==> src/core/qd_consts.svh <==
// timing counts and field positions for the quad-lane dram controller
// How it works
// - after power-up wait 100 us, then eight refresh cycles before any access.
// - repeat the eight-cycle wake-up whenever the refresh interval was exceeded.
// - refresh all 512 rows within every 16 ms, in any order.
// - a read ends by meeting either the column or row referenced read hold.
// - write strobe low no later than first column strobe fall is an early write.
// - write strobe late after row 100, address 65, strobe 50 ns is read-write.
// - hidden refresh after a write keeps write strobe low, output enable high.
// - at least one lane strobe goes low; unused lanes stay high and untouched.
// - every lane strobe that goes low meets all timing or its data is lost.
// - output enable stays high 20 ns after write strobe in late-write cycles.
// - twenty address bits go ten at a time: row at row fall, column at cas.
// - write strobe high reads, low writes; data latched at the later fall.
`ifndef QD_CONSTS_SVH
`define QD_CONSTS_SVH

`define QD_CLK_NS        50
`define QD_CEIL_CYC(ns)  (((ns) + `QD_CLK_NS - 1) / `QD_CLK_NS)

`define QD_POWERUP_US    100
`define QD_POWERUP_CYC   `QD_CEIL_CYC(`QD_POWERUP_US * 1000)
`define QD_REF_PERIOD_MS 16
`define QD_REF_ROWS      512
`define QD_ROW_INT_CYC   ((`QD_REF_PERIOD_MS * 1000000) / (`QD_REF_ROWS * `QD_CLK_NS))
`define QD_WAKE_CYCLES   8
`define QD_OWED_LIMIT    512

`define QD_RWD_NS        100
`define QD_AWD_NS        65
`define QD_CWD_NS        50
`define QD_OEH_NS        20
`define QD_OD_NS         20
`define QD_RP_NS         50
`define QD_RAS_MIN_NS    70
`define QD_RWD_CYC       `QD_CEIL_CYC(`QD_RWD_NS)
`define QD_AWD_CYC       `QD_CEIL_CYC(`QD_AWD_NS)
`define QD_CWD_CYC       `QD_CEIL_CYC(`QD_CWD_NS)
`define QD_OEH_CYC       `QD_CEIL_CYC(`QD_OEH_NS)
`define QD_OD_CYC        `QD_CEIL_CYC(`QD_OD_NS)
`define QD_RP_CYC        `QD_CEIL_CYC(`QD_RP_NS)
`define QD_RAS_MIN_CYC   `QD_CEIL_CYC(`QD_RAS_MIN_NS)

`define QD_ROW_MSB       19
`define QD_ROW_LSB       10
`define QD_COL_MSB       9
`define QD_COL_LSB       0
`define QD_LANES_IDLE    4'hF

`endif

==> src/core/qd_pkg.sv <==
// types shared by the quad-lane dram controller
package qd_pkg;

    typedef logic [19:0] qd_addr_t;
    typedef logic [9:0]  qd_half_t;
    typedef logic [3:0]  qd_lanes_t;

    typedef enum logic [3:0] {
        ST_POWER,
        ST_IDLE,
        ST_ROW,
        ST_COL,
        ST_DATA,
        ST_WHOLD,
        ST_LATE_OE,
        ST_LATE_WE,
        ST_REF_CAS,
        ST_REF_RAS,
        ST_END
    } qd_state_t;

endpackage : qd_pkg

==> src/core/qd_refresh_timer.sv <==
// power-up pause and per-row refresh interval timer
`timescale 1ns/1ns
`include "qd_consts.svh"
module qd_refresh_timer (
    input  wire logic clk,
    input  wire logic rst_n,
    input  wire logic ce,
    output logic      pwr_done,
    output logic      row_tick
);
    import qd_pkg::*;

    localparam logic [10:0] PWR_LAST = 11'(`QD_POWERUP_CYC - 1);
    localparam logic [9:0]  ROW_LAST = 10'(`QD_ROW_INT_CYC - 1);

    logic [10:0] pwr_cnt_ff;
    logic [9:0]  row_cnt_ff;
    logic        pwr_done_ff;
    logic        row_tick_ff;

    wire row_wrap = pwr_done_ff && (row_cnt_ff == ROW_LAST);

    always_ff @(posedge clk) begin
        if (!rst_n) begin
            pwr_cnt_ff  <= 11'h000;
            row_cnt_ff  <= 10'h000;
            pwr_done_ff <= 1'b0;
            row_tick_ff <= 1'b0;
        end else if (ce) begin
            if (!pwr_done_ff) begin
                pwr_cnt_ff  <= pwr_cnt_ff + 11'h001;
                pwr_done_ff <= (pwr_cnt_ff == PWR_LAST);
            end
            // interval floors the 16 ms budget, so the row rate never lags
            if (pwr_done_ff) begin
                row_cnt_ff <= row_wrap ? 10'h000 : row_cnt_ff + 10'h001;
            end
            row_tick_ff <= row_wrap;
        end
    end

    assign pwr_done = pwr_done_ff;
    assign row_tick = row_tick_ff;

endmodule : qd_refresh_timer

==> src/core/qd_ctrl.sv <==
// host-side access and refresh controller for a quad-lane dram
`timescale 1ns/1ns
`include "qd_consts.svh"
module qd_ctrl (
    input  wire logic          clk,
    input  wire logic          rst_n,
    input  wire logic          ce,
    input  wire logic          req_valid,
    output logic               req_ready,
    input  wire logic          req_write,
    input  wire logic          req_rmw,
    input  wire qd_pkg::qd_addr_t  req_addr,
    input  wire qd_pkg::qd_lanes_t req_lanes,
    input  wire qd_pkg::qd_lanes_t req_wdata,
    output logic               resp_valid,
    output qd_pkg::qd_lanes_t  resp_rdata,
    output logic               init_done,
    output logic               row_strobe_n,
    output qd_pkg::qd_lanes_t  lane_column_strobes_n,
    output logic               write_strobe_n,
    output logic               output_enable_n,
    output qd_pkg::qd_half_t   mem_addr,
    input  wire qd_pkg::qd_lanes_t lane_data_pin_i,
    output qd_pkg::qd_lanes_t  lane_data_pin_o,
    output qd_pkg::qd_lanes_t  lane_data_pin_oe
);
    import qd_pkg::*;

    localparam logic [9:0] OWED_LIMIT = 10'(`QD_OWED_LIMIT);
    localparam logic [3:0] WAKE_N     = 4'(`QD_WAKE_CYCLES);
    localparam logic [3:0] RWD_CYC    = 4'(`QD_RWD_CYC);
    localparam logic [3:0] AWD_CYC    = 4'(`QD_AWD_CYC);
    localparam logic [3:0] CWD_CYC    = 4'(`QD_CWD_CYC);

    // extra cycles a state holds beyond its first
    function automatic logic [2:0] qd_hold(input qd_state_t s);
        case (s)
            ST_REF_RAS: qd_hold = 3'(`QD_RAS_MIN_CYC - 1);
            ST_END:     qd_hold = 3'(`QD_RP_CYC - 1);
            ST_LATE_OE: qd_hold = 3'(`QD_OD_CYC - 1);
            ST_LATE_WE: qd_hold = 3'(`QD_OEH_CYC - 1);
            default:    qd_hold = 3'h0;
        endcase
    endfunction : qd_hold

    ////////////////////////////////////////////////////////////////////////
    // state
    qd_state_t  state_ff;
    qd_state_t  nxt_state;
    logic [2:0] wt_ff;
    qd_addr_t   addr_ff;
    qd_lanes_t  lane_ff;
    qd_lanes_t  wdata_ff;
    qd_lanes_t  rdata_ff;
    logic       wr_ff;
    logic       rmw_ff;
    logic       resp_ff;
    logic       init_ff;
    logic [3:0] wake_ff;
    logic [9:0] owed_ff;
    logic [9:0] nxt_owed;
    logic [3:0] nxt_wake;
    logic       ras_n_ff;
    qd_lanes_t  cas_n_ff;
    logic       we_n_ff;
    logic       oe_n_ff;
    qd_half_t   maddr_ff;
    qd_lanes_t  dq_o_ff;
    qd_lanes_t  dq_oe_ff;
    logic       pwr_done;
    logic       row_tick;

    qd_refresh_timer u_timer (
        .clk      (clk),
        .rst_n    (rst_n),
        .ce       (ce),
        .pwr_done (pwr_done),
        .row_tick (row_tick)
    );

    ////////////////////////////////////////////////////////////////////////
    // decode
    wire advance   = (wt_ff == 3'h0);
    wire early     = wr_ff && !rmw_ff;
    wire plain_rd  = !wr_ff && !rmw_ff;
    wire st_idle   = (state_ff == ST_IDLE);
    wire st_row    = (state_ff == ST_ROW);
    wire st_col    = (state_ff == ST_COL);
    wire st_data   = (state_ff == ST_DATA);
    wire st_whold  = (state_ff == ST_WHOLD);
    wire st_lateoe = (state_ff == ST_LATE_OE);
    wire st_latewe = (state_ff == ST_LATE_WE);
    wire st_refcas = (state_ff == ST_REF_CAS);
    wire st_refras = (state_ff == ST_REF_RAS);
    wire in_col    = st_col || st_data || st_whold || st_lateoe || st_latewe;
    wire ref_due   = (wake_ff != 4'h0) || (owed_ff != 10'h000);
    wire ref_done  = st_refras && advance;
    wire acc_end   = advance && (st_whold || st_latewe || (st_data && !rmw_ff));
    // a request with no lane enabled is no column cycle at all
    wire lanes_any = (req_lanes != 4'h0);
    wire take      = req_valid && req_ready;

    assign req_ready = st_idle && init_ff && !ref_due && lanes_any;

    always_comb begin
        nxt_state = state_ff;
        case (state_ff)
            ST_POWER:   if (pwr_done) nxt_state = ST_IDLE;
            // refresh only ever starts from idle; hidden refresh is unused
            ST_IDLE:    if (ref_due) nxt_state = ST_REF_CAS;
                        else if (take) nxt_state = ST_ROW;
            ST_ROW:     nxt_state = ST_COL;
            ST_COL:     nxt_state = early ? ST_WHOLD : ST_DATA;
            ST_DATA:    nxt_state = rmw_ff ? ST_LATE_OE : ST_END;
            ST_WHOLD:   nxt_state = ST_END;
            ST_LATE_OE: if (advance) nxt_state = ST_LATE_WE;
            ST_LATE_WE: if (advance) nxt_state = ST_END;
            ST_REF_CAS: nxt_state = ST_REF_RAS;
            ST_REF_RAS: if (advance) nxt_state = ST_END;
            ST_END:     if (advance) nxt_state = ST_IDLE;
            default:    nxt_state = ST_IDLE;
        endcase
    end

    // owed rows only accumulate if refresh falls behind; at the limit the
    // 16 ms budget is already broken, so the wake-up is run again
    always_comb begin
        nxt_owed = owed_ff;
        nxt_wake = wake_ff;
        if (owed_ff == OWED_LIMIT) begin
            nxt_owed = 10'h000;
            nxt_wake = WAKE_N;
        end else begin
            if (ref_done && wake_ff != 4'h0) begin
                nxt_wake = wake_ff - 4'h1;
            end
            if (row_tick && !(ref_done && wake_ff == 4'h0)) begin
                nxt_owed = owed_ff + 10'h001;
            end else if (!row_tick && ref_done && wake_ff == 4'h0) begin
                nxt_owed = owed_ff - 10'h001;
            end
        end
    end

    ////////////////////////////////////////////////////////////////////////
    // pin decode; pins lag the state by one cycle
    wire       nxt_ras_n = !(st_row || in_col || st_refras);
    wire [3:0] nxt_cas_n = in_col ? ~lane_ff :
                           (st_refcas || st_refras) ? 4'h0 : `QD_LANES_IDLE;
    wire       nxt_we_n  = !(((st_col || st_whold) && early) || st_latewe);
    // output enable rises before the late write strobe and stays up after
    wire       nxt_oe_n  = !((st_col || st_data) && !early);
    wire [9:0] nxt_maddr = st_row ? addr_ff[`QD_ROW_MSB:`QD_ROW_LSB] :
                           addr_ff[`QD_COL_MSB:`QD_COL_LSB];
    wire       drive     = ((st_col || st_whold) && early) || st_latewe;
    wire [3:0] nxt_dq_oe = {4{drive}} & lane_ff;

    ////////////////////////////////////////////////////////////////////////
    // registers
    always_ff @(posedge clk) begin
        if (!rst_n) begin
            state_ff <= ST_POWER;
            wt_ff    <= 3'h0;
            wake_ff  <= WAKE_N;
            owed_ff  <= 10'h000;
            init_ff  <= 1'b0;
            resp_ff  <= 1'b0;
            ras_n_ff <= 1'b1;
            cas_n_ff <= `QD_LANES_IDLE;
            we_n_ff  <= 1'b1;
            oe_n_ff  <= 1'b1;
            dq_oe_ff <= 4'h0;
        end else if (ce) begin
            state_ff <= nxt_state;
            wt_ff    <= (nxt_state != state_ff) ? qd_hold(nxt_state) :
                        (advance ? 3'h0 : wt_ff - 3'h1);
            wake_ff  <= nxt_wake;
            owed_ff  <= nxt_owed;
            init_ff  <= pwr_done && (nxt_wake == 4'h0);
            resp_ff  <= acc_end;
            ras_n_ff <= nxt_ras_n;
            cas_n_ff <= nxt_cas_n;
            we_n_ff  <= nxt_we_n;
            oe_n_ff  <= nxt_oe_n;
            dq_oe_ff <= nxt_dq_oe;
        end
    end

    always_ff @(posedge clk) begin
        if (!rst_n) begin
            addr_ff  <= 20'h0_0000;
            lane_ff  <= 4'h0;
            wdata_ff <= 4'h0;
            wr_ff    <= 1'b0;
            rmw_ff   <= 1'b0;
            rdata_ff <= 4'h0;
            maddr_ff <= 10'h000;
            dq_o_ff  <= 4'h0;
        end else if (ce) begin
            if (take) begin
                addr_ff  <= req_addr;
                lane_ff  <= req_lanes;
                wdata_ff <= req_wdata;
                wr_ff    <= req_write;
                rmw_ff   <= req_rmw;
            end
            // sampled only in read or read-write cycles, never in the
            // undefined window between early and late write strobes
            if (st_data) begin
                rdata_ff <= lane_data_pin_i & lane_ff;
            end
            maddr_ff <= nxt_maddr;
            dq_o_ff  <= wdata_ff;
        end
    end

    assign resp_valid            = resp_ff;
    assign resp_rdata            = rdata_ff;
    assign init_done             = init_ff;
    assign row_strobe_n          = ras_n_ff;
    assign lane_column_strobes_n = cas_n_ff;
    assign write_strobe_n        = we_n_ff;
    assign output_enable_n       = oe_n_ff;
    assign mem_addr              = maddr_ff;
    assign lane_data_pin_o       = dq_o_ff;
    assign lane_data_pin_oe      = dq_oe_ff;

    ////////////////////////////////////////////////////////////////////////
    // checks
    logic [3:0] ras_low_cnt_ff;
    logic [3:0] cas_low_cnt_ff;
    logic [3:0] ref_seen_ff;
    logic       we_n_prev_ff;
    qd_lanes_t  cas_n_prev_ff;
    always_ff @(posedge clk) begin
        if (!rst_n) begin
            ras_low_cnt_ff <= 4'h0;
            cas_low_cnt_ff <= 4'h0;
            ref_seen_ff    <= 4'h0;
            we_n_prev_ff   <= 1'b1;
            cas_n_prev_ff  <= `QD_LANES_IDLE;
        end else if (ce) begin
            we_n_prev_ff   <= we_n_ff;
            cas_n_prev_ff  <= cas_n_ff;
            ras_low_cnt_ff <= ras_n_ff ? 4'h0 :
                (ras_low_cnt_ff == 4'hF ? 4'hF : ras_low_cnt_ff + 4'h1);
            cas_low_cnt_ff <= (cas_n_ff == `QD_LANES_IDLE) ? 4'h0 :
                (cas_low_cnt_ff == 4'hF ? 4'hF : cas_low_cnt_ff + 4'h1);
            if (ref_done && ref_seen_ff != 4'hF) begin
                ref_seen_ff <= ref_seen_ff + 4'h1;
            end
        end
    end

    wire late_we_fall = !we_n_ff && we_n_prev_ff &&
                        (cas_n_ff != `QD_LANES_IDLE) &&
                        (cas_n_prev_ff != `QD_LANES_IDLE);
    wire first_cas    = (cas_n_ff != `QD_LANES_IDLE) &&
                        (cas_n_prev_ff == `QD_LANES_IDLE) && !ras_n_ff;
endmodule : qd_ctrl

==> config.mk <==
export PLATFORM = sky130hd
export DESIGN_NAME = qd_ctrl
export DESIGN_NICKNAME = d
export VERILOG_FILES = /design/src/core/qd_pkg.sv /design/src/core/qd_refresh_timer.sv /design/src/core/qd_ctrl.sv
export VERILOG_INCLUDE_DIRS = /design/src /design/src/core
export SDC_FILE = /design/constraint.sdc
export NUM_CORES = 1
export LEC_CHECK = 0
export ABC_AREA = 1
export BUFFER_PORTS_ARGS = -buffer_cell sky130_fd_sc_hd__buf_4
export CORE_UTILIZATION = 50
export DETAILED_ROUTE_END_ITERATION = 16
export GPL_ROUTABILITY_DRIVEN = 0
export PLACE_DENSITY = 0.76
export SLEW_MARGIN = 5
export SYNTH_ARGS = -nofsm -noshare
export SYNTH_HDL_FRONTEND = slang
export SYNTH_SLANG_ARGS = --single-unit
export TNS_END_PERCENT = 20
==> constraint.sdc <==
create_clock -name clk -period 3.9 [get_ports clk]
set_input_delay 0.39 -clock clk [delete_from_list [all_inputs] [get_ports clk]]
set_output_delay 0.39 -clock clk [all_outputs]
set_load 0.05 [all_outputs]
==> results of run 1 <==
[critical path, cell delays in order, from the launching register on]
cell and delay [ns]:
dfxtp_1 0.45, inv_1 0.10, nor2_1 0.14, nand2_1 0.12
nor2_2 0.11, nand2_1 0.07, nand2_1 0.35, inv_1 0.11
fa_1 0.38, inv_1 0.10, nand3_1 0.12, a21oi_1 0.19
o21ai_0 0.12, nand2_1 0.08, nand2_1 0.04, nand3_1 0.08
a21oi_1 0.06
[cell usage after synthesis, types with 2 or more instances]
cell,instances
a211oi_1,2
a21oi_1,99
buf_1,2
clkbuf_1,24
dfxtp_1,105
ha_1,12
inv_1,110
inv_2,3
nand2_1,116
nand3_1,42
nand4_1,12
nor2_1,61
nor3_1,9
nor3b_1,2
nor4_1,2
o211ai_1,16
o21ai_0,71
o21bai_1,2
or2_0,2
or2_2,3
xor2_1,8
[routing by layer]
metal	up-vias	GRT usage [%]	share of wire (%)
met3	19	5.97	5.8
met5	-	0	0
met2	145	37.0	46
met1	2132	29.6	46
met4	0	6.37	1.6
li1	2461	-	-
[layout make-up]
class	count	area, um2
Fill cell	912	3920
Multi-Input combinational cell	474	2430
Clock buffer	10	138
Inverter	114	428
Tap cell	133	166
Clock inverter	6	57.6
Sequential cell	105	2100
Timing Repair Buffer	71	533
[power groups by stage]
stage / clock [W] / sequential [W] / combinational, W
2_1_floorplan: 0 / 0.00118 / 0.000128
3_3_place_gp: 0 / 0.00113 / 0.000248
3_5_place_dp: 0 / 0.00114 / 0.000252
4_1_cts: 0.000691 / 0.00111 / 0.000252
5_1_grt: 0.000734 / 0.00111 / 0.000279
6_report: 0.000678 / 0.00111 / 0.000254
[metrics by stage]
stage          power [W]  hold slack (ns)  std cells  setup slack, ns  area [um2]
2_1_floorplan    0.00130            0.424        719             1.22        5060
3_3_place_gp     0.00138            0.433        897             1.35        5660
3_5_place_dp     0.00139            0.439        897             1.23        5660
4_1_cts          0.00205            0.262        913             1.21        5860
5_1_grt          0.00213            0.255        913            0.933        5860
6_report         0.00204            0.274        913             1.15        5860
[cell families after synthesis]
logic type	count (synthesis)
DFF	105
xor gates and xnor gates	9
buffers and inverters	140
AOI/OAI and AO/OA	195
and+or+nand+nor	257
adders and majority gates	13
[flip-flops by register name, summed over array words and instances (netlist names), 4 cells and up]
signal                 count
mem_addr                  10
lane_column_strobes_n      4
lane_data_pin_oe           4
state_ff                   4
owed_ff                   10
resp_rdata                 4
wdata_ff                   4
addr_ff                   20
wake_ff                    4
lane_ff                    4
lane_data_pin_o            4
u_timer.row_cnt_ff        10
u_timer.pwr_cnt_ff        11
[final timing paths]
path / start / end / slack (ns)
hold / removal: lane_data_pin_i[1] / resp_rdata[1] / 0.27
setup reg to reg: state_ff[0] / owed_ff[6] / 1.15
setup / recovery: state_ff[0] / owed_ff[6] / 1.15
hold reg to reg: addr_ff[4] / addr_ff[4] / 0.45
==> qor.csv, run 1 <==
metric,value,unit
overall track demand over capacity in global routing,22.7,%
mux contribution to synthesized area,0,%
drc violations,0,
Antenna diodes,0,
largest net degree at the start of global routing,68,
TNS Setup,0,ns
largest family of logic cells by synthesized area,simple AND/OR/NAND/NOR gates,
R2R depth,16,
Mapped Cells,719,
Tcrit/Tclk final,70.4,%
final core utilization,59.9,%
status,completed,
# IOs,70,
leading area contributor after synthesis,dfxtp_1,
via/cell ratio,5.21,
Flop pwr share,54.4,%
Fin. Hold Viols,0,
max-cap viol count,0,
"FFs w/ async S/R, synth",0,%
die area,10500,um2
simple-gate area share of the yosys netlist,22.4,%
most frequent cells in the layout,"nand2_1, inv_1, dfxtp_1",
Antenna Nets Post-Route,0,
type of origin of the critical path,register,
CP required,4.15,ns
clk slew on worst S/H paths,0.12,ns
layout cells sized above 1,12.9,%
Synth Cell Area,5060,um2
Setup Skew,0.0168,ns
synthesized-area fraction occupied by adder cells,3.36,%
slew margin rel.,52.3,%
Seq cells post-synth,105,
Worst Path Max Fanout,11,
"most common cell after layout, fill and taps aside",nand2_1,
Fmax achieved,0.364,GHz
Die H,103,um
Worst Setup Path Type,register to register,
Routed WL,11.8,mm
fraction of the mapped netlist area in compound gates,20.8,%
initial core utilization,51.8,%
Post-synth EDFFs,0,
top post-synthesis cells by area,"dfxtp_1, a21oi_1, nand2_1",
initial antenna violation count,0,
LEAKAGE,2.57,nW
P_sw,0.000599,W
DP HPWL,8.44,mm
final setup vio count,0,
Pins Over Slew Limit,0,
num rows,36,
Hold WC Path Type,input port to register,
PD cells,349,nW/um2
Max Buffers Root-to-Sink,2,
clk_lat worst skew,0.38,ns
internal power,0.00144,W
Ys Warns,0,
worst-margin pin slew,0.714,ns
nets,826,
Yosys top cell area share,41.5,%
Post-CTS Hold Fix Bufs,0,
register area share after synthesis,41.5,%
Core Area,9770,um2
crit path time final,2.75,ns
crit path capture type,register,
VDD IR-drop max,0.208,mV
synth-to-layout area growth,15.8,%
switch share,29.3,%
drt first pass iters,5,
most used flip-flop cell after synthesis,dfxtp_1,
XOR/XNOR Fraction of Synth Area,1.56,%
CTS tree,done,
die width,103,um
CP arrival,3.00,ns
Port Buffers,69,
synth unique cells,37,
1st-iter DRT viols,242,
"Avg Cell Area, Syn",7.04,um2
Sink Count,105,
hold path depth,3,
post-CTS sizing,0,
vias in the first global route,4212,
drt wl/cell,12.9,um
Syn Nets,770,
clock power share,33.2,%
via count,4757,
htree depth,3,
combinational fraction of design power,12.4,%
total grt overflow,0,
CTS root buf,clkbuf_8,
RSZ-0062 raised after global routing,no,
global-route wire length before repair,18.8,mm
CTS Buf Count,9,
Setup Buffers After CTS,0,
Power figures use the tool's default switching activity.
==> run 2, diff against run 1 <==
==> constraint.sdc (replaced) <==
create_clock -name clk -period 2.63 [get_ports clk]
set_input_delay 0.263 -clock clk [delete_from_list [all_inputs] [get_ports clk]]
set_output_delay 0.263 -clock clk [all_outputs]
set_load 0.05 [all_outputs]
==> qor.csv, run 2 (synthesis results as in run 1) <==
metric,value,unit,change
final setup vio count,0,,unchanged
CTS Buf Count,9,,unchanged
largest net degree at the start of global routing,67,,-1.5%
total grt overflow,0,,unchanged
Core Area,9770,um2,unchanged
Antenna diodes,0,,unchanged
type of origin of the critical path,register,,
clock power share,32.1,%,-1.1 points
Hold WC Path Type,input port to register,,
Biggest register,addr_ff,,
r2r setup slk,0.15,ns,-1.00 ns
LEAKAGE,2.61,nW,+1.3%
"most common cell after layout, fill and taps aside",nand2_1,,
status,completed,,
crit path capture type,register,,
Max Buffers Root-to-Sink,2,,unchanged
clk_lat worst skew,0.38,ns,about the same
PD cells,506,nW/um2,+45%
R2R depth,15,,-1
via/cell ratio,5.27,,+1.2%
vias in the first global route,4401,,+4.5%
Critical-path top delay cell,dfxtp_1,,
max reg flops,20,,unchanged
worst setup path startpoint,wake_ff[0],,
Pins Over Slew Limit,0,,unchanged
Routed WL,12.0,mm,+1.7%
VDD IR-drop max,0.299,mV,+44%
Sink Count,105,,unchanged
initial core utilization,51.8,%,unchanged
switch share,29.3,%,about the same
CP required,2.93,ns,-1.22 ns
combinational fraction of design power,13.0,%,+0.6 points
initial antenna violation count,0,,unchanged
via count,4852,,+2.0%
P_sw,0.000878,W,+47%
1st-iter DRT viols,267,,+10%
Flop pwr share,54.9,%,+0.5 points
worst-margin pin slew,0.777,ns,+0.0629 ns
largest registers,"addr_ff x20, u_timer.pwr_cnt_ff x11",,
internal power,0.00212,W,+47%
Fmax achieved,0.403,GHz,+11%
DP HPWL,8.65,mm,+2.5%
final instance area,5930,um2,+1.3%
# IOs,70,,unchanged
global-route wire length before repair,19.8,mm,+5.6%
most frequent cells in the layout,"nand2_1, inv_1, dfxtp_1",,
Critical R2R Launch,wake_ff[0],,
slew margin rel.,47.9,%,-4.4 points
CP arrival,2.78,ns,-0.22 ns
Setup Buffers After CTS,0,,unchanged
RSZ-0062 raised after global routing,no,,
Antenna Nets Post-Route,0,,unchanged
num rows,36,,unchanged
drc violations,0,,unchanged
Setup Skew,0.0140,ns,-0.00282 ns
Worst Setup Path Type,register to register,,
die width,103,um,unchanged
nets,833,,+0.85%
overall track demand over capacity in global routing,23.7,%,+1.1 points
layout cells sized above 1,14.1,%,+1.2 points
Slowest Stage Delay on Critical Path,0.36,ns,-0.09 ns
Tcrit/Tclk final,94.3,%,+24 points
clk slew on worst S/H paths,0.10,ns,-0.02 ns
drt wl/cell,13.0,um,+0.97%
max-cap viol count,0,,unchanged
worst path cell trace,inv_1 -> ha_1 -> nand2_1 -> inv_1 -> nand2_1 -> nand2_4 -> buf_4 -> ha_1 -> inv_1 -> nor3_2 -> nand3_1 -> nand4_1 -> xor2_1 -> nand2_1 -> a21oi_1,,
Port Buffers,69,,unchanged
crit path time final,2.48,ns,-0.266 ns
Die H,103,um,unchanged
drt first pass iters,6,,+1
Fin. Hold Viols,0,,unchanged
htree depth,3,,unchanged
r2r endpoint,owed_ff[9],,
CTS tree,done,,
PnR Total Power,0.00300,W,+47%
placed inst area,5730,um2,+1.1%
TNS Setup,0,ns,unchanged
die area,10500,um2,unchanged
Worst Path Max Fanout,9,,-2
crit path capture,owed_ff[9],,
CTS root buf,clkbuf_8,,
synth-to-layout area growth,17.2,%,
run 2: changes by cell type in the layout (fill, tap and decap cells not counted), sizes merged:
cell | previous run | this run
buf | 71 | 78
clkinvlp | 0 | 1
inv | 117 | 116
run 2: through the flow:
stage / hold WS [ns] / instances / setup WS [ns] / util (%)
floorplan: 0.423 / 719 / 0.0724 / -
global placement: 0.434 / 904 / 0.176 / 58.6
detailed placement: 0.440 / 904 / 0.0429 / 58.6
CTS: 0.150 / 920 / 0.00858 / 60.5
global route: 0.150 / 920 / 0.000264 / 60.7
finish: 0.164 / 920 / 0.151 / 60.7
run 2: power groups by stage:
stage	Combinational (W)	Clock, W	Sequential, W
CTS	0.000387	0.000988	0.00165
detailed placement	0.000386	0	0.00168
finish	0.000389	0.000964	0.00165
global placement	0.000378	0	0.00168
global route	0.000430	0.00105	0.00165
floorplan	0.000189	0	0.00174
run 2: layout make-up:
type,instances,area [um2]
well taps,133,166
fillers,891,3840
flip-flops and latches,105,2100
repair buffers,78,598
inverters,114,428
clock buffers,10,128
clock inverters,6,61.3
multi-input cells,474,2440
run 2: how the worst min path moves through the flow:
stage | slack (ns) | from | to | cells after the start
floorplan | 0.42 | lane_data_pin_i[3] | resp_rdata[3] | 2
global placement | 0.43 | addr_ff[7] | addr_ff[7] | 2
detailed placement | 0.44 | addr_ff[2] | addr_ff[2] | 2
CTS | 0.15 | req_addr[4] | addr_ff[4] | 3
global route | 0.15 | lane_data_pin_i[0] | resp_rdata[0] | 3
finish | 0.16 | lane_data_pin_i[3] | resp_rdata[3] | 3
run 2: worst max-delay path, delay by kind of cell (launching register included):
kind	cells	cell delay [ns]
AND/OR/NAND/NOR	7	0.85
adder cells (fa/ha/maj)	2	0.57
buffers and inverters	4	0.38
flip-flops	1	0.36
XOR/XNOR	1	0.15
AO/OA/AOI/OAI	1	0.11
run 2: timing repair:
action / CTS / global route
endpoints found under the setup margin: 0 / 7
gates resized for setup: 0 / 5
hold buffers: 0 / 0
run 2: routing by layer:
layer / vias up / track usage [%] / wire length, um
li1: 2484 / - / -
met5: - / 0 / 0
met2: 148 / 39.5 / 5590
met4: 0 / 8.79 / 232
met1: 2192 / 30.3 / 5350
met3: 28 / 4.95 / 811
==> run 3, diff against run 2 <==
--- a/config.mk
+++ b/config.mk
@@ -8,6 +8,7 @@
 export LEC_CHECK = 0
 export ABC_AREA = 1
 export BUFFER_PORTS_ARGS = -buffer_cell sky130_fd_sc_hd__buf_4
+export CORE_ASPECT_RATIO = 0.9
 export CORE_UTILIZATION = 50
 export DETAILED_ROUTE_END_ITERATION = 16
 export GPL_ROUTABILITY_DRIVEN = 0
==> qor.csv, run 3 (synthesis results as in run 1) <==
metric,value,unit,change
status,completed,,
"worst slack, placed",0.137,ns,+0.0939 ns
Flop pwr share,55.0,%,about the same
CP arrival,2.69,ns,-0.09 ns
Setup Skew,0.0118,ns,-0.00218 ns
Port Buffers,69,,unchanged
Die H,97.4,um,-5.0%
Hold WC Path Type,input port to register,,
most frequent cells in the layout,"nand2_1, inv_1, dfxtp_1",,
filler cell count,884,,-0.79%
drc violations,0,,unchanged
crit path time final,2.43,ns,-0.0490 ns
via count,4813,,-0.80%
CTS tree,done,,
# IOs,70,,unchanged
global-route wire length before repair,19.9,mm,+0.35%
synth-to-layout area growth,17.0,%,
Worst Setup Path Type,register to register,,
die area,10500,um2,about the same
VDD IR-drop max,0.369,mV,+23%
initial core utilization,51.9,%,+0.17 points
TNS Setup,0,ns,unchanged
Fmax achieved,0.411,GHz,+2.0%
nets,832,,-0.12%
internal power,0.00214,W,+0.65%
worst-margin pin slew,0.598,ns,-0.178 ns
worst setup path startpoint,wake_ff[0],,
via/cell ratio,5.28,,about the same
slew margin rel.,60.1,%,+12 points
Worst Path Max Fanout,6,,-3
clock power share,32.1,%,about the same
overall track demand over capacity in global routing,23.5,%,-0.22 points
Tcrit/Tclk final,92.4,%,-1.9 points
Antenna diodes,0,,unchanged
final std cells w/o fill,912,,-0.87%
Max Buffers Root-to-Sink,2,,unchanged
crit path capture type,register,,
drt wl/cell,13.1,um,+0.69%
Antenna Nets Post-Route,0,,unchanged
switch share,28.7,%,-0.60 points
total grt overflow,0,,unchanged
largest net degree at the start of global routing,68,,+1.5%
RSZ-0062 raised after global routing,no,,
layout cells sized above 1,14.8,%,+0.65 points
combinational fraction of design power,12.9,%,about the same
1st-iter DRT viols,278,,+4.1%
clk_lat worst skew,0.38,ns,about the same
drt first pass iters,6,,unchanged
Critical R2R Launch,wake_ff[0],,
Biggest register,addr_ff,,
Pins Over Slew Limit,0,,unchanged
max-cap viol count,0,,unchanged
type of origin of the critical path,register,,
largest registers,"addr_ff x20, u_timer.pwr_cnt_ff x11",,
DP HPWL,8.55,mm,-1.1%
P_sw,0.000859,W,-2.3%
R2R depth,15,,unchanged
Core Area,9740,um2,-0.33%
max reg flops,20,,unchanged
placed inst area,5700,um2,-0.50%
crit path capture,owed_ff[8],,
final setup vio count,0,,unchanged
Fin. Hold Viols,0,,unchanged
num rows,34,,-5.6%
LEAKAGE,2.60,nW,-0.16%
PD cells,506,nW/um2,about the same
CTS root buf,clkbuf_8,,
r2r endpoint,owed_ff[8],,
final instance area,5920,um2,-0.15%
setup ws final,0.200,ns,+0.0490 ns
CTS Buf Count,9,,unchanged
r2r setup slk,0.20,ns,+0.05 ns
"most common cell after layout, fill and taps aside",nand2_1,,
vias in the first global route,4392,,-0.20%
die width,108,um,+5.3%
htree depth,3,,unchanged
Sink Count,105,,unchanged
CP required,2.89,ns,-0.04 ns
Routed WL,12.0,mm,-0.18%
Placed Instances,896,,-0.88%
initial antenna violation count,0,,unchanged
clk slew on worst S/H paths,0.10,ns,about the same
==> run 3: changes by cell type in the layout (fill, tap and decap cells not counted), sizes merged <==
cell and delta:
inv -1, clkinv +2, clkinvlp -1, buf -1
==> run 3: power by group through the flow <==
stage | logic (W) | clock network (W) | registers, W
CTS | 0.000383 | 0.000979 | 0.00165
floorplan | 0.000189 | 0 | 0.00174
finish | 0.000386 | 0.000961 | 0.00165
global placement | 0.000376 | 0 | 0.00168
detailed placement | 0.000382 | 0 | 0.00168
global route | 0.000427 | 0.00103 | 0.00165
==> run 3: how the worst min path moves through the flow <==
stage / from / endpoint / slack (ns) / depth (start not counted)
after floorplan: lane_data_pin_i[3] / resp_rdata[3] / 0.42 / 2
after global routing: req_write / wr_ff / 0.16 / 3
after global placement: addr_ff[6] / addr_ff[6] / 0.43 / 2
after detailed placement: addr_ff[9] / addr_ff[9] / 0.44 / 2
final: req_addr[15] / addr_ff[15] / 0.16 / 3
after CTS: lane_data_pin_i[3] / resp_rdata[3] / 0.15 / 3
==> run 3: critical path, stage by stage (launching register included) <==
cell and delay [ns]:
dfxtp_2 0.35, inv_1 0.07, ha_1 0.23, nand2_1 0.11, inv_1 0.04, nand2_1 0.07
nand2_1 0.09, buf_4 0.18, ha_1 0.38, nand3_1 0.16, a21oi_1 0.20, nor2_1 0.08
xor2_1 0.14, nor2_1 0.06, nor2_1 0.08, nor2_1 0.04
==> run 3: area by class of cell <==
cell class              instances  area [um2]  share of cell area, %
clock inverters                 6        52.6                  0.887
multi-input cells             474        2460                   41.6
clock buffers                  10         138                   2.32
repair buffers                 77         578                   9.76
inverters                     114         428                   7.23
flip-flops and latches        105        2110                   35.6
well taps                     126         158                   2.66
==> run 3: layer usage <==
metal | wire [um] | GRT usage, % | share of wire, % | vias to the layer above
li1 | - | - | - | 2485
met5 | 0 | 0 | 0 | -
met3 | 715 | 6.44 | 6.0 | 24
met1 | 5400 | 29.5 | 45 | 2173
met2 | 5650 | 39.2 | 47 | 131
met4 | 187 | 6.53 | 1.6 | 0
==> run 3: what timing repair did <==
item,in CTS,in global routing
endpoints found under the setup margin,0,6
hold buffers,0,0
buffers inserted,0,0
gates resized for setup,0,11
==> run 3: stage by stage <==
step	hold WS, ns	total power [W]	utilization, %
final	0.159	0.00299	60.8
after global routing	0.164	0.00311	60.8
after CTS	0.152	0.00301	60.4
after detailed placement	0.438	0.00206	58.5
after global placement	0.432	0.00206	58.5
after floorplan	0.423	0.00193	-
